===== src/adc_out_pkg.sv =====
// Purpose: shared constants and types for the converter output control block
// Assumes: 12-bit codes and a 40 MHz sample clock
// Notes:   register offsets are 13-bit serial-port addresses
package adc_out_pkg;
   // ***************************
   // register map
   // ***************************
   localparam logic [12:0] reg_chan_index  = 13'h005;
   localparam logic [12:0] reg_power_mode  = 13'h008;
   localparam logic [12:0] reg_output_mode = 13'h014;
   localparam logic [1:0]  chan_reset      = 2'h3;
   localparam logic [1:0]  pw_reset        = 2'h0;
   localparam logic [7:0]  om_reset        = 8'h00;
   localparam int          om_oeb_bit      = 4;
   localparam int          om_ilv_bit      = 5;
   localparam int          pw_status_bit   = 7;
   // ***************************
   // codes and encodings
   // ***************************
   localparam logic [1:0]  pw_normal       = 2'h0;
   localparam logic [1:0]  pw_down         = 2'h1;
   localparam logic [1:0]  pw_standby      = 2'h2;
   localparam logic [1:0]  fmt_offset      = 2'h0;
   localparam logic [1:0]  fmt_twos        = 2'h1;
   localparam logic [1:0]  fmt_gray        = 2'h2;
   localparam int          code_w          = 12;
   localparam int          in_w            = 14;
   localparam int          fd_w            = 4;
   localparam logic signed [13:0] in_max   = 14'sh07FF;
   localparam logic signed [13:0] in_min   = -14'sh0800;
   localparam logic [11:0] code_msb        = 12'h800;
   localparam logic [11:0] code_ones       = 12'hFFF;
   localparam logic [11:0] code_zero       = 12'h000;
   // ***************************
   // serial frame and buffering
   // ***************************
   localparam logic [4:0]  spi_instr_last  = 5'h0F;
   localparam logic [4:0]  spi_frame_last  = 5'h17;
   localparam logic [4:0]  spi_data_first  = 5'h10;
   localparam int          fifo_depth      = 16;
   typedef struct packed {
      logic [11:0] a;
      logic [11:0] b;
      logic        or_a;
      logic        or_b;
   } sample_s;
endpackage : adc_out_pkg


===== src/adc_output_power_control.sv =====
// Purpose: output coding, three-state, interleave and power control of a dual converter
// Assumes: all pins synchronous to clock; serial clock sampled by clock
// Notes:   a 16-word buffer sits between the converter core and the output port
`timescale 1ns/1ps

module sample_fifo #(
   parameter int WIDTH = 26,
   parameter int DEPTH = 16
) (
   input  wire logic             clock,
   input  wire logic             rst,
   input  wire logic             flush,
   input  wire logic [WIDTH-1:0] in_data,
   input  wire logic             in_valid,
   output logic                  in_ready,
   output logic [WIDTH-1:0]      out_data,
   output logic                  out_valid,
   input  wire logic             out_ready
);
   localparam int AW = $clog2(DEPTH);
   logic [WIDTH-1:0] mem [DEPTH];
   logic [AW:0]      wr_q, wr_d, rd_q, rd_d;
   logic             push, pop;

   assign in_ready  = (wr_q - rd_q) != (AW+1)'(DEPTH);
   assign out_valid = wr_q != rd_q;
   assign out_data  = mem[rd_q[AW-1:0]];
   assign push      = in_valid && in_ready;
   assign pop       = out_valid && out_ready;

   always_comb begin
      wr_d = flush ? rd_q : wr_q + (AW+1)'(push);
      rd_d = rd_q + (AW+1)'(pop && !flush);
   end

   always_ff @(posedge clock) begin
      if (rst) begin
         wr_q <= '0;
         rd_q <= '0;
      end else begin
         wr_q <= wr_d;
         rd_q <= rd_d;
      end
      if (push && !flush) begin
         mem[wr_q[AW-1:0]] <= in_data;
      end
   end
endmodule : sample_fifo

module adc_output_power_control
   import adc_out_pkg::*;
(
   input  wire logic                     clock,
   input  wire logic                     rst,
   input  wire logic                     pin_mode,
   input  wire logic                     power_down_request,
   input  wire logic                     output_enable_bar,
   input  wire logic                     serial_clock_format_pin,
   input  wire logic                     spi_csb_n,
   input  wire logic                     serial_io_in,
   output logic                          serial_io_out,
   output logic                          serial_io_oe,
   output logic                          duty_cycle_stabilizer,
   input  wire logic signed [in_w-1:0]   sample_a,
   input  wire logic signed [in_w-1:0]   sample_b,
   input  wire logic                     sample_valid,
   output logic                          sample_ready,
   input  wire logic [fd_w-1:0]          fd_in_a,
   input  wire logic [fd_w-1:0]          fd_in_b,
   output logic [code_w-1:0]             port_a_data,
   output logic [code_w-1:0]             port_b_data,
   output logic                          overrange_a,
   output logic                          overrange_b,
   output logic [fd_w-1:0]               fast_detect_bits_a,
   output logic [fd_w-1:0]               fast_detect_bits_b,
   output logic                          port_a_oe,
   output logic                          port_b_oe,
   output logic                          data_clock_out,
   output logic                          ref_powered,
   output logic                          core_powered
);
   // ***************************
   // power and mode decode
   // ***************************
   logic [1:0] chan_q, chan_d, pw_q, pw_d, fmt_q, fmt_d;
   logic [1:0] oeb_q, oeb_d;
   logic       ilv_q, ilv_d;
   logic       pd_eff, standby, active, ilv;
   logic [1:0] fmt_eff;

   assign pd_eff  = power_down_request || (!pin_mode && pw_q == pw_down);
   assign standby = !pd_eff && !pin_mode && pw_q == pw_standby;
   assign active  = !pd_eff && !standby;
   assign ref_powered  = !pd_eff;
   assign core_powered = active;
   assign ilv     = !pin_mode && ilv_q;
   // pin mode: the serial clock pin doubles as the format strap
   assign fmt_eff = pin_mode ? (serial_clock_format_pin ? fmt_twos : fmt_offset) : fmt_q;
   assign duty_cycle_stabilizer = pin_mode && serial_io_in;

   // ***************************
   // coding
   // ***************************
   function automatic logic [11:0] encode(input logic signed [13:0] s, input logic [1:0] f);
      logic [11:0] ob;
      ob = (s > in_max) ? code_ones :
           (s < in_min) ? code_zero : s[11:0] ^ code_msb;
      unique case (f)
         fmt_twos: encode = ob ^ code_msb;
         fmt_gray: encode = ob ^ (ob >> 1);
         default:  encode = ob;
      endcase
   endfunction : encode

   sample_s in_word, out_word;
   logic    fifo_ready, fifo_valid, drain;

   always_comb begin
      in_word.a    = encode(sample_a, fmt_eff);
      in_word.b    = encode(sample_b, fmt_eff);
      in_word.or_a = (sample_a > in_max) || (sample_a < in_min);
      in_word.or_b = (sample_b > in_max) || (sample_b < in_min);
   end

   // lost samples while the core sleeps are dropped, not queued
   assign sample_ready = fifo_ready && active;

   sample_fifo #(.WIDTH($bits(sample_s)), .DEPTH(fifo_depth)) u_fifo (
      .clock     (clock),
      .rst       (rst),
      .flush     (!active),
      .in_data   (in_word),
      .in_valid  (sample_valid && active),
      .in_ready  (fifo_ready),
      .out_data  (out_word),
      .out_valid (fifo_valid),
      .out_ready (drain)
   );

   // ***************************
   // output port and data clock
   // ***************************
   logic [1:0]  ph_q, ph_d, last_ph;
   sample_s     hold_q, hold_d;
   logic [11:0] pa_q, pa_d, pb_q, pb_d;
   logic        ora_q, ora_d, orb_q, orb_d, dco_q, dco_d, oea_q, oea_d, oeb2_q, oeb2_d;
   logic [3:0]  fda_q, fda_d, fdb_q, fdb_d;

   assign last_ph = ilv ? 2'h3 : 2'h1;
   // one word per data clock period; an empty buffer repeats the last word
   assign drain   = active && ph_q == last_ph;

   always_comb begin
      ph_d   = (!active || ph_q == last_ph) ? 2'h0 : ph_q + 2'h1;
      hold_d = hold_q;
      pa_d   = pa_q;
      pb_d   = pb_q;
      ora_d  = ora_q;
      orb_d  = orb_q;
      if (drain && fifo_valid) begin
         hold_d = out_word;
         pa_d   = out_word.a;
         ora_d  = out_word.or_a;
         if (!ilv) begin
            pb_d  = out_word.b;
            orb_d = out_word.or_b;
         end
      end else if (ilv && ph_q == 2'h1) begin
         pa_d  = hold_q.b;
         ora_d = hold_q.or_b;
      end else if (ilv && ph_q == last_ph) begin
         // empty buffer: put channel A back so the rising capture stays A
         pa_d  = hold_q.a;
         ora_d = hold_q.or_a;
      end
      // rising edges, and falling edges when interleaved, sit mid-way between data changes so the receiver has margin
      dco_d  = active && (ph_d == 2'h1 || (ilv && ph_d == 2'h2));
      oea_d  = active && !output_enable_bar && !(!pin_mode && oeb_q[0]);
      oeb2_d = active && !output_enable_bar && !(!pin_mode && oeb_q[1]) && !ilv;
      fda_d  = fd_in_a;
      fdb_d  = fd_in_b;
   end

   always_ff @(posedge clock) begin
      if (rst) begin
         ph_q   <= 2'h0;
         hold_q <= '0;
         pa_q   <= code_zero;
         pb_q   <= code_zero;
         ora_q  <= 1'b0;
         orb_q  <= 1'b0;
         dco_q  <= 1'b0;
         oea_q  <= 1'b0;
         oeb2_q <= 1'b0;
         fda_q  <= '0;
         fdb_q  <= '0;
      end else begin
         ph_q   <= ph_d;
         hold_q <= hold_d;
         pa_q   <= pa_d;
         pb_q   <= pb_d;
         ora_q  <= ora_d;
         orb_q  <= orb_d;
         dco_q  <= dco_d;
         oea_q  <= oea_d;
         oeb2_q <= oeb2_d;
         fda_q  <= fda_d;
         fdb_q  <= fdb_d;
      end
   end

   assign port_a_data        = pa_q;
   assign port_b_data        = pb_q;
   assign overrange_a        = ora_q;
   assign overrange_b        = orb_q;
   assign fast_detect_bits_a = fda_q;
   assign fast_detect_bits_b = fdb_q;
   assign port_a_oe          = oea_q;
   assign port_b_oe          = oeb2_q;
   assign data_clock_out     = dco_q;

   // ***************************
   // serial port registers
   // ***************************
   logic        sclk_q, sclk_d, rw_q, rw_d, sdo_q, sdo_d, sdoe_q, sdoe_d;
   logic [4:0]  cnt_q, cnt_d;
   logic [15:0] sh_q, sh_d;
   logic [12:0] addr_q, addr_d;
   logic [7:0]  rdata, wdata;
   logic        spi_en, rise, fall, wr;

   assign spi_en = !pin_mode && !spi_csb_n;
   assign rise   = spi_en && serial_clock_format_pin && !sclk_q;
   assign fall   = spi_en && !serial_clock_format_pin && sclk_q;
   assign wdata  = {sh_q[6:0], serial_io_in};
   assign wr     = rise && cnt_q == spi_frame_last && !rw_q;

   always_comb begin
      unique case (addr_q)
         reg_chan_index:  rdata = {6'h00, chan_q};
         reg_power_mode:  rdata = {!active, 5'h00, pw_q};
         reg_output_mode: rdata = {2'h0, ilv_q, oeb_q[chan_q[0] ? 0 : 1], 2'h0, fmt_q};
         default:         rdata = 8'h00;
      endcase
   end

   always_comb begin
      sclk_d = serial_clock_format_pin;
      cnt_d  = cnt_q;
      sh_d   = sh_q;
      rw_d   = rw_q;
      addr_d = addr_q;
      sdo_d  = sdo_q;
      sdoe_d = sdoe_q;
      chan_d = chan_q;
      pw_d   = pw_q;
      fmt_d  = fmt_q;
      ilv_d  = ilv_q;
      oeb_d  = oeb_q;
      if (!spi_en) begin
         cnt_d  = 5'h00;
         sdoe_d = 1'b0;
      end else if (rise) begin
         sh_d  = {sh_q[14:0], serial_io_in};
         cnt_d = (cnt_q == spi_frame_last) ? 5'h00 : cnt_q + 5'h01;
         if (cnt_q == spi_instr_last) begin
            rw_d   = sh_q[14];
            addr_d = {sh_q[11:0], serial_io_in};
         end
      end else if (fall && rw_q && cnt_q >= spi_data_first) begin
         sdo_d  = rdata[~cnt_q[2:0]];
         sdoe_d = 1'b1;
      end else if (fall) begin
         sdoe_d = 1'b0;
      end
      if (wr) begin
         unique case (addr_q)
            reg_chan_index: chan_d = wdata[1:0];
            reg_power_mode: pw_d   = wdata[1:0];
            reg_output_mode: begin
               fmt_d = (wdata[1:0] == 2'h3) ? fmt_offset : wdata[1:0];
               ilv_d = wdata[om_ilv_bit];
               if (chan_q[0]) oeb_d[0] = wdata[om_oeb_bit];
               if (chan_q[1]) oeb_d[1] = wdata[om_oeb_bit];
            end
            default: ;
         endcase
      end
   end

   always_ff @(posedge clock) begin
      if (rst) begin
         sclk_q <= 1'b0;
         cnt_q  <= 5'h00;
         sh_q   <= 16'h0000;
         rw_q   <= 1'b0;
         addr_q <= 13'h0000;
         sdo_q  <= 1'b0;
         sdoe_q <= 1'b0;
         chan_q <= chan_reset;
         pw_q   <= pw_reset;
         fmt_q  <= om_reset[1:0];
         ilv_q  <= om_reset[om_ilv_bit];
         oeb_q  <= {2{om_reset[om_oeb_bit]}};
      end else begin
         sclk_q <= sclk_d;
         cnt_q  <= cnt_d;
         sh_q   <= sh_d;
         rw_q   <= rw_d;
         addr_q <= addr_d;
         sdo_q  <= sdo_d;
         sdoe_q <= sdoe_d;
         chan_q <= chan_d;
         pw_q   <= pw_d;
         fmt_q  <= fmt_d;
         ilv_q  <= ilv_d;
         oeb_q  <= oeb_d;
      end
   end

   assign serial_io_out = sdo_q;
   assign serial_io_oe  = sdoe_q;
endmodule : adc_output_power_control


===== config.mk =====
export PLATFORM = sky130hd
export DESIGN_NAME = adc_output_power_control
export DESIGN_NICKNAME = d
export VERILOG_FILES = /design/src/adc_out_pkg.sv /design/src/adc_output_power_control.sv
export SDC_FILE = /design/constraint.sdc
export NUM_CORES = 1
export LEC_CHECK = 0
export BUFFER_PORTS_ARGS = -buffer_cell sky130_fd_sc_hd__buf_4
export CORE_MARGIN = 4
export CORE_UTILIZATION = 55
export DETAILED_ROUTE_END_ITERATION = 7
export GPL_ROUTABILITY_DRIVEN = 0
export PLACE_DENSITY_LB_ADDON = 0.25
export SETUP_SLACK_MARGIN = 0.05
export SLEW_MARGIN = 25
export SYNTH_ARGS = -nofsm -noshare
export SYNTH_HDL_FRONTEND = slang
export SYNTH_SLANG_ARGS = --single-unit

===== constraint.sdc =====
create_clock -name clock -period 8.3 [get_ports clock]
set_clock_uncertainty 0.15 [all_clocks]
set_input_delay 0 -clock clock [delete_from_list [all_inputs] [get_ports clock]]
set_output_delay 0 -clock clock [all_outputs]
set_load 0.005 [all_outputs]

## After elaboration in Yosys (flattened, before gate mapping)

Memory sizes are Yosys's and may differ from the RTL's. A register that Yosys moved wholly into a read port is not among the register bits.
Index checks and enable logic that the tools add are counted.

| word-level totals | value |
|---|---|
| bits in writable memories | 416 |
| memories kept | 1 |
| bits of input ports | 45 |
| logic and storage cells | 161 |
| output and inout bits | 43 |
| bits in registers | 121 |

| cells by class | value |
|---|---|
| add/subtract/negate cells | 5 |
| multiplexer cells | 31 |
| bitwise logic cells | 10 |
| eq/ne operators | 16 |
| reductions and logical operators | 62 |
| order comparisons | 7 |

Memory list:

| name | words | width | read ports | clocked after memory_dff | wr ports | line | text |
|---|---|---|---|---|---|---|---|
| u_fifo.mem | 16 | 26 | 1 | 1 | 1 | adc_output_power_control.sv:21 | `logic [WIDTH-1:0] mem [DEPTH];` |

Operators by type and width:

| cell | number |
|---|---|
| 12-bit two-way mux | 7 |
| 12-bit one-hot mux with 2 select lines | 2 |
| 1-bit logical AND | 32 |
| 14-bit by 12-bit > comparator with 1-bit output, second input constant | 2 |
| 14-bit by 12-bit less-than comparator with 1-bit output, second input constant | 2 |
| 8-bit one-hot mux with 3 select lines | 1 |
| 12-bit by 11-bit bitwise XOR with 12-bit output | 2 |
| 13-bit by 3-bit equality test with 1-bit output, second input constant | 1 |
| 13-bit by 4-bit equality test with 1-bit output, second input constant | 1 |
| 13-bit by 5-bit equality test with 1-bit output, second input constant | 1 |
| 1-bit two-way mux | 13 |
| 1-bit logical NOT | 12 |
| 2-bit AND reduction | 6 |
| 3-bit AND reduction | 4 |
| 5-bit by 1-bit adder with 5-bit output | 2 |
| 5-bit two-way mux | 2 |
| 2-bit by 1-bit equality test with 1-bit output, second input constant | 4 |
| 2-bit equality test, second input constant | 4 |
| 2-bit two-way mux | 4 |
| 1-bit NOT | 7 |
| 5-bit by 1-bit adder with 5-bit output, second input constant | 1 |
| 5-bit by 4-bit equality test with 1-bit output, second input constant | 1 |
| 5-bit equality test, second input constant | 1 |
| 5-bit greater-or-equal comparator, second input constant | 1 |
| 14 further kinds | 18 |

## Logic depth before layout (Yosys ltp)

Gate-level depths: netlist (run 1).

| logic depth | value |
|---|---|
| depth after elaboration | 15 |
| gate-level depth with buffers | 16 |
| gate-level depth less buffers | 12 |

## Hierarchy

From an unflattened synthesis (run 1), not the netlist that was laid out.

| unflattened totals | value |
|---|---|
| cells, all modules | 1331 |
| area total of the unflattened synthesis | 21618.2 µm² |

By module, submodules not included:

| module | cells an instance | sequential area each (µm²) | instances | area each (µm²) |
|---|---|---|---|---|
| sample_fifo | 683 | 12692.2 | 1 | 16407.0 |
| adc_output_power_control | 648 | 2222.1 | 1 | 5211.2 |

## Least setup slack after synthesis (run 1)

No wires, ideal clock.

| timing | value |
|---|---|
| path type | reg-to-reg |
| start point | register u_fifo.rd_q[1] |
| end point | memory u_fifo.mem[0][0] (enable) |
| buffers on the path | 2 |
| clock period less this slack | 5.225 ns |
| cell stages (with the launch flop) | 10 |
| setup slack | 3.075 ns |
| arrival | 4.601 ns |
| setup time | 0.475 ns |
| data required time | 7.675 ns |
| cell sequence | dfxtp_1 > clkbuf_1 > clkinv_1 > clkbuf_1 > ha_1 > nor2b_1 > o21a_1 > o211ai_1 > a211oi_4 > nor4_1 |

| between the ends | value |
|---|---|
| cells in the longest elaborated chain, start to end | 6 |

Ends and longest elaborated chain:

| item | line | text |
|---|---|---|
| start, declared | adc_output_power_control.sv:22 | `logic [AW:0] wr_q, wr_d, rd_q, rd_d;` |
| start signal, assigned | adc_output_power_control.sv:42 | `rd_q <= rd_d;` |
| 5-bit subtractor | adc_output_power_control.sv:25 | `assign in_ready = (wr_q - rd_q) != (AW+1)'(DEPTH);` |
| 5-bit inequality test | adc_output_power_control.sv:25 |  |
| 1-bit logical AND | adc_output_power_control.sv:28 | `assign push = in_valid && in_ready;` |
| 1-bit logical AND | adc_output_power_control.sv:44 | `if (push && !flush) begin` |
| 1-bit two-way mux | adc_output_power_control.sv:44 |  |
| 1-bit two-way mux (not written as such) | adc_output_power_control.sv:45 | `mem[wr_q[AW-1:0]] <= in_data;` |
| end, declared | adc_output_power_control.sv:21 |  |

Every way passes these cells.

==> results of run 1 <==
-- layer usage --
metal / track usage / routed length [um] / vias up
met5: 0 / 0 / -
met4: 0.07747 / 1685 / 0
met3: 0.05649 / 4680 / 116
met2: 0.3842 / 24370 / 642
met1: 0.3483 / 21240 / 6704
li1: - / - / 5883
-- where the power goes --
group | switching, mW | leakage [nW] | total (mW) | internal, mW
registers | 0.0165 | 4.76 | 2.96 | 2.94
logic | 0.178 | 2.66 | 0.297 | 0.119
clock network | 1.01 | 0.902 | 2.54 | 1.52
-- logic make-up (layout without fill, tap and decap cells) --
logic type,Yosys count,count (layout),share of synthesized area
DFF,537,537,0.6881
and+or+nand+nor,461,461,0.1029
AOI/OAI and AO/OA,195,195,0.05519
muxes,126,126,0.1185
buffers and inverters,105,311,0.02326
adders and majority gates,13,13,0.007505
xor gates and xnor gates,11,11,0.004445
other,0,1,0
-- how the worst max path moves through the flow --
stage,cells past startpoint,from,end,slack (ns)
floorplan,9,u_fifo.rd_q[1]$_SDFF_PP0_,u_fifo.mem[0][0]$_DFFE_PP_,3.07
global placement,12,u_fifo.rd_q[2]$_SDFF_PP0_,u_fifo.wr_q[2]$_SDFF_PP0_,3.98
detailed placement,12,u_fifo.rd_q[2]$_SDFF_PP0_,u_fifo.wr_q[2]$_SDFF_PP0_,3.86
CTS,10,fmt_q[0]$_SDFFE_PP0P_,u_fifo.mem[13][6]$_DFFE_PP_,3.79
global route,10,fmt_q[0]$_SDFFE_PP0P_,u_fifo.mem[10][6]$_DFFE_PP_,3.80
finish,10,fmt_q[0]$_SDFFE_PP0P_,u_fifo.mem[0][6]$_DFFE_PP_,3.98
-- cell usage in the layout (no fill, tap or decap), types with 8 or more instances in the layout --
cell type and instances:
edfxtp_1 416, nor2_1 51, clkbuf_16 55, clkinv_1 8, nand2_1 211, bufinv_16 10, nor3_1 8, nand3b_1 9
nand3_1 81, inv_1 14, buf_4 134, o21ai_0 24, clkinv_2 12, a31oi_1 13, mux4_2 104, a21oi_1 87
a22oi_1 27, nor4_2 9, o211ai_1 14, dfxtp_1 118, mux2i_1 19, nor3_2 9, ha_1 13, dlygate4sd3_1 61
nor2b_1 24
-- stage by stage --
step | util | hold WS (ns)
final | 0.6573 | -0.004876
after CTS | 0.6565 | 0.003169
after floorplan | - | -0.1222
after detailed placement | 0.5929 | 0.03129
after global placement | 0.5923 | 0.03138
after global routing | 0.6573 | 0.01113
-- layout make-up --
| cell class | count | area share |
|---|---|---|
| repair buffers | 196 | 0.06393 |
| well taps | 518 | 0.02540 |
| clock inverters | 38 | 0.01799 |
| multi-input cells | 806 | 0.2505 |
| clock buffers | 61 | 0.05481 |
| diodes | 1 | 0.00009805 |
| flip-flops and latches | 537 | 0.5847 |
| inverters | 16 | 0.002549 |
-- registers in the layout, summed over array words and instances, names as in the netlist, 2 cells and up --
signal	count
addr_q	13
ph_q	2
fast_detect_bits_a	4
u_fifo.mem	416
fmt_q	2
pw_q	2
u_fifo.wr_q	5
hold_q	26
cnt_q	5
sh_q	15
chan_q	2
port_a_data	12
port_b_data	12
oeb_q	2
u_fifo.rd_q	5
fast_detect_bits_b	4
-- what timing repair did --
action                                 in CTS  in global routing
hold buffers                               61                  0
endpoints found under the hold margin     384                  0
setup buffers                               0                  0
resized for setup                           0                  0
-- worst min-delay path: stages --
cell and delay, ns:
buf_4 0.10, nor3b_1 0.04, o21ai_0 0.19, a21oi_2 0.19
==> run metrics, run 1 <==
FF-to-FF setup slack=3.98 ns; Synth-to-Final Area Change=17.75%; clk root buf=clkbuf_16; most area-hungry cell type in the Yosys netlist=edfxtp_1; actual slew at the worst max-slew pin=1.008 ns; Worst Hold Launch=sample_a[9]; std cell rows=72; Worst-path clk slew=0.06 ns; Final Non-Filler Cells=2,173; Final Power=5.792 mW; Total Wirelength=51.97 mm; leak pwr=8.320 nW; register area share after synthesis=0.6881; nature of the critical path startpoint=register; Placed Cells=2,011; initial core utilization=0.5582; final setup vio count=0; Worst setup EP type=register; Mapped Cells=1,448; RR Startpoint=fmt_q[0]$_SDFFE_PP0P_; final instance area=25,520 um2; EDFF count, synth=416; DR WL/cell=23.92 um; net count after synthesis=1,506; number of synthesized register bits=537; ranking of synthesized cells by area=edfxtp_1 (58%), dfxtp_1 (11%), mux4_2 (11%); clock sink total=537; critical path class=register to register; Via Count=13.35k; Crit path required time=8.48 ns; gr usage total=0.2454; drc violations=0; pin count of the biggest net entering global routing=83; power per cell area=227.0 nW/um2; Yosys cell types=67; CP max FO=16; TritonCTS buffer count=53; unrepaired setup endpoints after global routing=no; Final ANT Viol Nets=0; Final nets=1,668; Max VDD drop=0.0001487 V; core area=38,830 um2; R2R Path End=u_fifo.mem[0][6]$_DFFE_PP_; CTS max path bufs=3; synthesized cell area=21,670 um2; Reg area=14,920 um2; FFs w/ async S/R, synth=0; first-pass GRT wire length=78.40 mm; Syn Area/Cell=14.97 um2; hpwl dp=30.86 mm; Die Height=206.5 um; initial drt markers=1,317; H-tree level count=2; pre-CTS WS=3.864 ns; hold path cells=4; Max-Cap Viols=0; count leader, synth=edfxtp_1; setup total negative slack=0 ns; status=complete, but fails checks; Multi-input gate area=6392 um2; DR pass1 iterations=6; # fillers=2,672; Reg2Reg Depth=10; crit-path max cell delay=0.63 ns; Period minus WS final=4.321 ns; Critical Path AT=4.50 ns; Slew HR=0.3249; dpl cell area=23,020 um2; Synth top area share=0.5764; Final Hold Vio Count=9; Final Max Tran Viols=0; fin worst setup slack=3.979 ns; hold worst-path end=u_fifo.mem[3][23]$_DFFE_PP_; layout cells sized above 1=0.2297; Die W=206.5 um; CP Cell Sequence=mux2i_1, inv_1, ha_1, nor2_2, o21ai_0, nand2_1, dlygate4sd3_1, a31oi_1, dlygate4sd3_1, buf_4; CTS tree=built; average via count per standard cell=6.141; Worst Path Buf+Inv=4; failing checks=hold timing; most used cell, CP=dlygate4sd3_1; Final period util=0.5207; Post-synth top flop=edfxtp_1; vias in the first global route=13.03k; clock latency at the later pin of the worst-skew pair=0.60 ns; top cells by count, synth=edfxtp_1 (416), nand2_1 (211), dfxtp_1 (121); final hold slack=-0.004876 ns; cell family with most CP delay=buffers and inverters; die area=42,650 um2; Slowest cell on crit path=nor2_2; Ys Warns=0; initial antenna violation count=1; Hold Path Class=primary input to register; fmax=231.4 MHz; gr ovfl total=0; port bufs=87; IO Pins=88
Note: power is estimated with default switching activity, not from simulation.
==> run 2: changes to the inputs <==
- ABC_AREA: default -> 1
- clock period: 8.3 -> 4.3 ns (I/O delays scaled with it)
==> run metrics, run 2 <==
vias in the first global route=15.17k (+16%); status=completed; std cell rows=73 (+1.4%); postcts setup bufs=0 (unchanged); sequential power share=0.534 (+0.023); net count after synthesis=2,152 (+43%); Slowest cell on crit path=dlygate4sd3_1; Critical Path AT=3.72 ns (-0.78 ns); Ys Warns=0 (unchanged); Int Pwr=8.360 mW (+82%); setup total negative slack=0 ns (unchanged); Final Non-Filler Cells=2,778 (+28%); power per cell area=417.1 nW/um2 (+84%); initial antenna violation count=0 (-1); synthesized cell area=22,260 um2 (+2.7%); port bufs=87 (unchanged); IO Pins=88 (unchanged); H-tree level count=2 (unchanged); Die Height=209.2 um (+1.3%); average via count per standard cell=5.739 (-6.6%); initial drt markers=1,794 (+36%); max FFs per register=416 (unchanged); crit-path max cell delay=0.56 ns (-0.07 ns); leak pwr=9.269 nW (+11%); Crit path required time=4.48 ns (-4.00 ns); FFs w/ async S/R, synth=0 (unchanged); Syn Area/Cell=10.63 um2 (-29%); unrepaired setup endpoints after global routing=no; initial core utilization=0.5578 (about the same); DR WL/cell=19.60 um (-18%); commonest non-fill, non-tap cell in the layout=edfxtp_1; first-pass GRT wire length=83.86 mm (+7.0%); Mapped Cells=2,094 (+45%); critical path class=register to register; top cells by count, synth=edfxtp_1 (416), nor2_1 (380), o21ai_0 (258); CTS resizes=0 (unchanged); Synth top area share=0.5611 (-0.01526); drc violations=0 (unchanged); FF-to-FF setup slack=0.76 ns (-3.22 ns); ranking of synthesized cells by area=edfxtp_1 (56%), dfxtp_1 (11%), nor2_1 (6.4%); worst setup path endpoint=u_fifo.mem[4][15]$_DFFE_PP_; final setup vio count=0 (unchanged); EDFF count, synth=416 (unchanged); Final period util=0.8240 (+0.3033); CTS tree=built; final hold slack=0.03774 ns (+0.04261 ns); Max VDD drop=0.0002479 V (+67%); gr ovfl total=0 (unchanged); Yosys cell types=45 (-33%); Period minus WS final=3.543 ns (-0.7784 ns); CP Cell Sequence=inv_1, nor2_1, inv_1, ha_1, nor2_1, buf_4, o21ai_0, nand2_1, o41ai_2, dlygate4sd3_1, buf_4; # fillers=3,042 (+14%); pin count of the biggest net entering global routing=236 (+180%); clock sink total=537 (unchanged); # hold bufs at CTS=49 (-20%); Reg area=14,920 um2 (about the same); Final ANT Viol Nets=0 (unchanged); ANT cells=0 (-1); Post-synth top flop=edfxtp_1; CP max FO=16 (unchanged); Multi-input gate area=6394 um2 (about the same); DR pass1 iterations=6 (unchanged); R2R Path End=u_fifo.mem[4][15]$_DFFE_PP_; most area-hungry cell type in the Yosys netlist=edfxtp_1; RR Startpoint=fmt_q[1]$_SDFFE_PP0P_; Placed Cells=2,622 (+30%); actual slew at the worst max-slew pin=1.058 ns (+0.05001 ns); commonest non-fill, non-tap cells in the layout=edfxtp_1 (416), nor2_1 (364), nand2_1 (257), o21ai_0 (257); Total Wirelength=54.44 mm (+4.8%); Psw=2.392 mW (+98%); layout cells sized above 1=0.1141 (-0.1157); clk root buf=clkbuf_16; combinational share of power=0.065 (+0.014); fmax=282.2 MHz (+22%); register area share after synthesis=0.6699 (-0.01822); Clk pwr share=0.402 (-0.036); Synth-to-Final Area Change=15.80%; switching share of total power=0.2225 (+0.01380); Die W=209.2 um (+1.3%); Worst setup EP type=register; Final Max Tran Viols=0 (unchanged); nature of the critical path startpoint=register; timing startpoint of the critical path=fmt_q[1]$_SDFFE_PP0P_; Via Count=15.94k (+19%); Hold Path Class=primary input to register; Reg2Reg Depth=11 (+1); clock latency at the later pin of the worst-skew pair=0.59 ns (about the same); Slew HR=0.2930 (-0.03188); count leader, synth=edfxtp_1; TritonCTS buffer count=53 (unchanged); Final nets=2,270 (+36%); hpwl dp=31.15 mm (+0.94%); gr usage total=0.2426 (-0.002812); Worst-path clk slew=0.07 ns (about the same); core area=39,910 um2 (+2.8%); CTS max path bufs=3 (unchanged); number of synthesized register bits=537 (unchanged); Max-Cap Viols=0 (unchanged); final core utilization=0.6459 (-0.01142); die area=43,760 um2 (+2.6%); Final Hold Vio Count=0 (-9)
run 2: changes by cell type after synthesis, sizes merged, moves of 20 or more:
| cell | before | now |
|---|---|---|
| a22oi | 27 | 1 |
| o21ai | 24 | 286 |
| o211ai | 14 | 84 |
| nor2 | 55 | 382 |
| mux4 | 104 | 0 |
| nor2b | 27 | 0 |
| mux2i | 20 | 0 |
| buf | 33 | 70 |
| nand2 | 211 | 262 |
| inv | 14 | 125 |
run 2: layout make-up:
class                      count  share of cell area
multi-input combinational   1308              0.2480
tap                          525             0.02548
clock buffer                  66             0.05581
inverter                     128             0.01878
sequential                   537              0.5788
timing repair buffer         184             0.06610
clock inverter                30            0.006989
run 2: layer usage:
metal,GRT usage,part of all wire
met1,0.3400,0.42
met3,0.04894,0.086
met2,0.3891,0.47
met5,0,0
met4,0.07133,0.024
run 2: cell families after synthesis:
logic type	count (synthesis)	synth area share
flops	537	0.6699
fa+ha+maj	13	0.007306
compound gates	506	0.1274
simple gates	781	0.1434
xor+xnor	8	0.003147
buf+inv	249	0.04878
run 2: worst min path at each step:
stage               cells past startpoint  slack [ns]                     endpoint               from
floorplan                               2       -0.08        duty_cycle_stabilizer       serial_io_in
detailed placement                      2        0.04         port_b_oe$_SDFF_PP0_  output_enable_bar
global route                            3        0.06  u_fifo.mem[10][5]$_DFFE_PP_        sample_b[3]
CTS                                     3       0.005   u_fifo.mem[7][5]$_DFFE_PP_        sample_b[3]
global placement                        2        0.03         port_a_oe$_SDFF_PP0_  output_enable_bar
finish                                  3        0.04   u_fifo.mem[2][0]$_DFFE_PP_       sample_b[12]
run 2: worst max-delay path, delay by kind of cell, from the launching register on:
family / cells / cell delay (ns)
buf+inv: 5 / 1.20
compound gates: 2 / 0.17
flops: 1 / 0.31
fa+ha+maj: 1 / 0.41
simple gates: 3 / 1.05
run 2: stage by stage:
step	setup slack [ns]	power (mW)	area (um2)
2_1_floorplan	0.6873	6.228	22260
3_3_place_gp	0.9148	6.469	23390
3_5_place_dp	0.8591	6.491	23460
4_1_cts	0.8072	10.79	25570
5_1_grt	0.4811	11.10	25780
6_report	0.7570	10.75	25780
run 2: power by group through the flow:
stage	sequential, mW	combinational [mW]	clock (mW)
final	5.74	0.694	4.32
after detailed placement	5.85	0.643	0
after CTS	5.74	0.682	4.37
after global routing	5.74	0.771	4.59
after floorplan	5.84	0.383	0
after global placement	5.84	0.625	0
==> run 3: changes to the inputs <==
- ABC_AREA: 1 -> 0
- clock period: 4.3 -> 3.6 ns (I/O delays scaled with it)
==> run metrics, run 3 (synthesis gave the netlist of run 1 again) <==
layout cells sized above 1=0.2319 (+0.1178); Max-Cap Viols=0 (unchanged); Final Non-Filler Cells=2,191 (-21%); critical path class=register to register; gr ovfl total=0 (unchanged); leak pwr=8.331 nW (-10%); port bufs=87 (unchanged); dpl cell area=23,390 um2 (-0.31%); RR Startpoint=fmt_q[0]$_SDFFE_PP0P_; Die Height=206.5 um (-1.3%); TritonCTS buffer count=53 (unchanged); Worst-path clk slew=0.06 ns (about the same); Critical Path AT=3.55 ns (-0.17 ns); status=completed; fmax=303.8 MHz (+7.6%); commonest non-fill, non-tap cell in the layout=edfxtp_1; final instance area=25,700 um2 (-0.32%); drc violations=0 (unchanged); Synth-to-Final Area Change=18.57%; commonest non-fill, non-tap cells in the layout=edfxtp_1 (416), nand2_1 (211), buf_4 (154), dfxtp_1 (118), mux4_2 (104); initial antenna violation count=0 (unchanged); clock latency at the later pin of the worst-skew pair=0.59 ns (about the same); max FFs per register=416 (unchanged); unrepaired setup endpoints after global routing=no; Max VDD drop=0.0003927 V (+58%); Slew HR=0.3210 (+0.02800); nature of the critical path startpoint=register; Final Max Tran Viols=0 (unchanged); die area=42,650 um2 (-2.5%); CTS tree=built; Die W=206.5 um (-1.3%); Hold Path Class=primary input to register; actual slew at the worst max-slew pin=1.011 ns (-0.04708 ns); timing startpoint of the critical path=fmt_q[0]$_SDFFE_PP0P_; DR pass1 iterations=5 (-1); Period minus WS final=3.292 ns (-0.2511 ns); Crit path required time=3.86 ns (-0.62 ns); power per cell area=500.7 nW/um2 (+20%); Placed Cells=2,033 (-22%); Via Count=13.48k (-15%); pin count of the biggest net entering global routing=107 (-55%); Worst setup EP type=register; Final period util=0.9144 (+0.09046); std cell rows=72 (-1.4%); Final Hold Vio Count=0 (unchanged); initial core utilization=0.5582 (about the same); average via count per standard cell=6.152 (+7.2%); ANT cells=0 (unchanged); IO Pins=88 (unchanged); pre-CTS WS=0.3376 ns (-0.5214 ns); Final nets=1,689 (-26%); clock sink total=537 (unchanged); CP max FO=16 (unchanged); Total Wirelength=53.22 mm (-2.3%); crit-path max cell delay=0.58 ns (+0.02 ns); initial drt markers=1,468 (-18%); final setup vio count=0 (unchanged); first-pass GRT wire length=81.24 mm (-3.1%); Worst Hold Launch=fd_in_a[2]; gr usage total=0.2542 (+0.01160); CP Cell Sequence=mux2i_1, buf_4, inv_1, ha_1, inv_1, nand3_1, or3b_2, dlygate4sd3_1, a31oi_1, buf_4; DR WL/cell=24.29 um (+24%); Slowest cell on crit path=dlygate4sd3_1; H-tree level count=2 (unchanged); fin worst setup slack=0.3081 ns (-0.4489 ns); clk root buf=clkbuf_16; core area=38,830 um2 (-2.7%); hpwl dp=31.80 mm (+2.1%); CTS max path bufs=3 (unchanged); Final ANT Viol Nets=0 (unchanged); vias in the first global route=13.49k (-11%)
-- run 3: path summary, 6_finish.rpt --
path / end / slack [ns] / depth (start not counted)
worst max-delay path: u_fifo.mem[10][14]$_DFFE_PP_ / 0.31 / 10
worst min register to register: rw_q$_SDFFE_PP0P_ / 0.30 / 2
worst max register to register: u_fifo.mem[10][14]$_DFFE_PP_ / 0.31 / 10
worst min-delay path: fast_detect_bits_a[2]$_SDFF_PP0_ / 0.04 / 3
-- run 3: through the flow --
step,utilization,hold WS [ns],TNS [ns],power [mW]
finish,0.6619,0.04271,0,12.87
global route,0.6619,0.04246,0,13.30
CTS,0.6607,0.01230,0,12.94
detailed placement,0.6023,0.03734,0,7.595
global placement,0.6018,0.03391,0,7.577
floorplan,-,-0.1222,-0.08888,7.316
-- run 3: worst max-delay path, delay by kind of cell, from the launching register on --
family	cells	cell delay, ns
buffers and inverters	5	1.21
and+or+nand+nor	2	0.77
adders and majority gates	1	0.33
DFF	1	0.32
AOI/OAI and AO/OA	1	0.17
muxes	1	0.14
-- run 3: area by class of cell --
cell class / instances / area (um2)
clock inverter: 20 / 177.7
sequential: 537 / 14920
multi-input combinational: 806 / 6538
inverter: 16 / 77.57
clock buffer: 77 / 1500
tap: 518 / 648.1
timing repair buffer: 217 / 1834
fill: 2628 / 13130
-- run 3: routing by layer --
metal  vias up  track usage  routed length (um)
met4         0      0.08080                1937
met2       649       0.4047               25410
li1       5917            -                   -
met1      6777       0.3588               21330
met3       136      0.05209                4538
met5         -            0                   0
-- run 3: where the power goes --
| part | total [mW] | switching (mW) | internal, mW |
|---|---|---|---|
| combinational | 0.721 | 0.436 | 0.285 |
| clock | 5.33 | 2.23 | 3.10 |
| sequential | 6.81 | 0.0241 | 6.79 |
| total | 12.9 | 2.69 | 10.2 |
-- run 3: repair_timing --
action,4_1_cts,5_1_grt
hold buffers,59,1
endpoints found under the setup margin,0,80
endpoints found under the hold margin,465,12
resized for setup,0,2
setup buffers,0,1
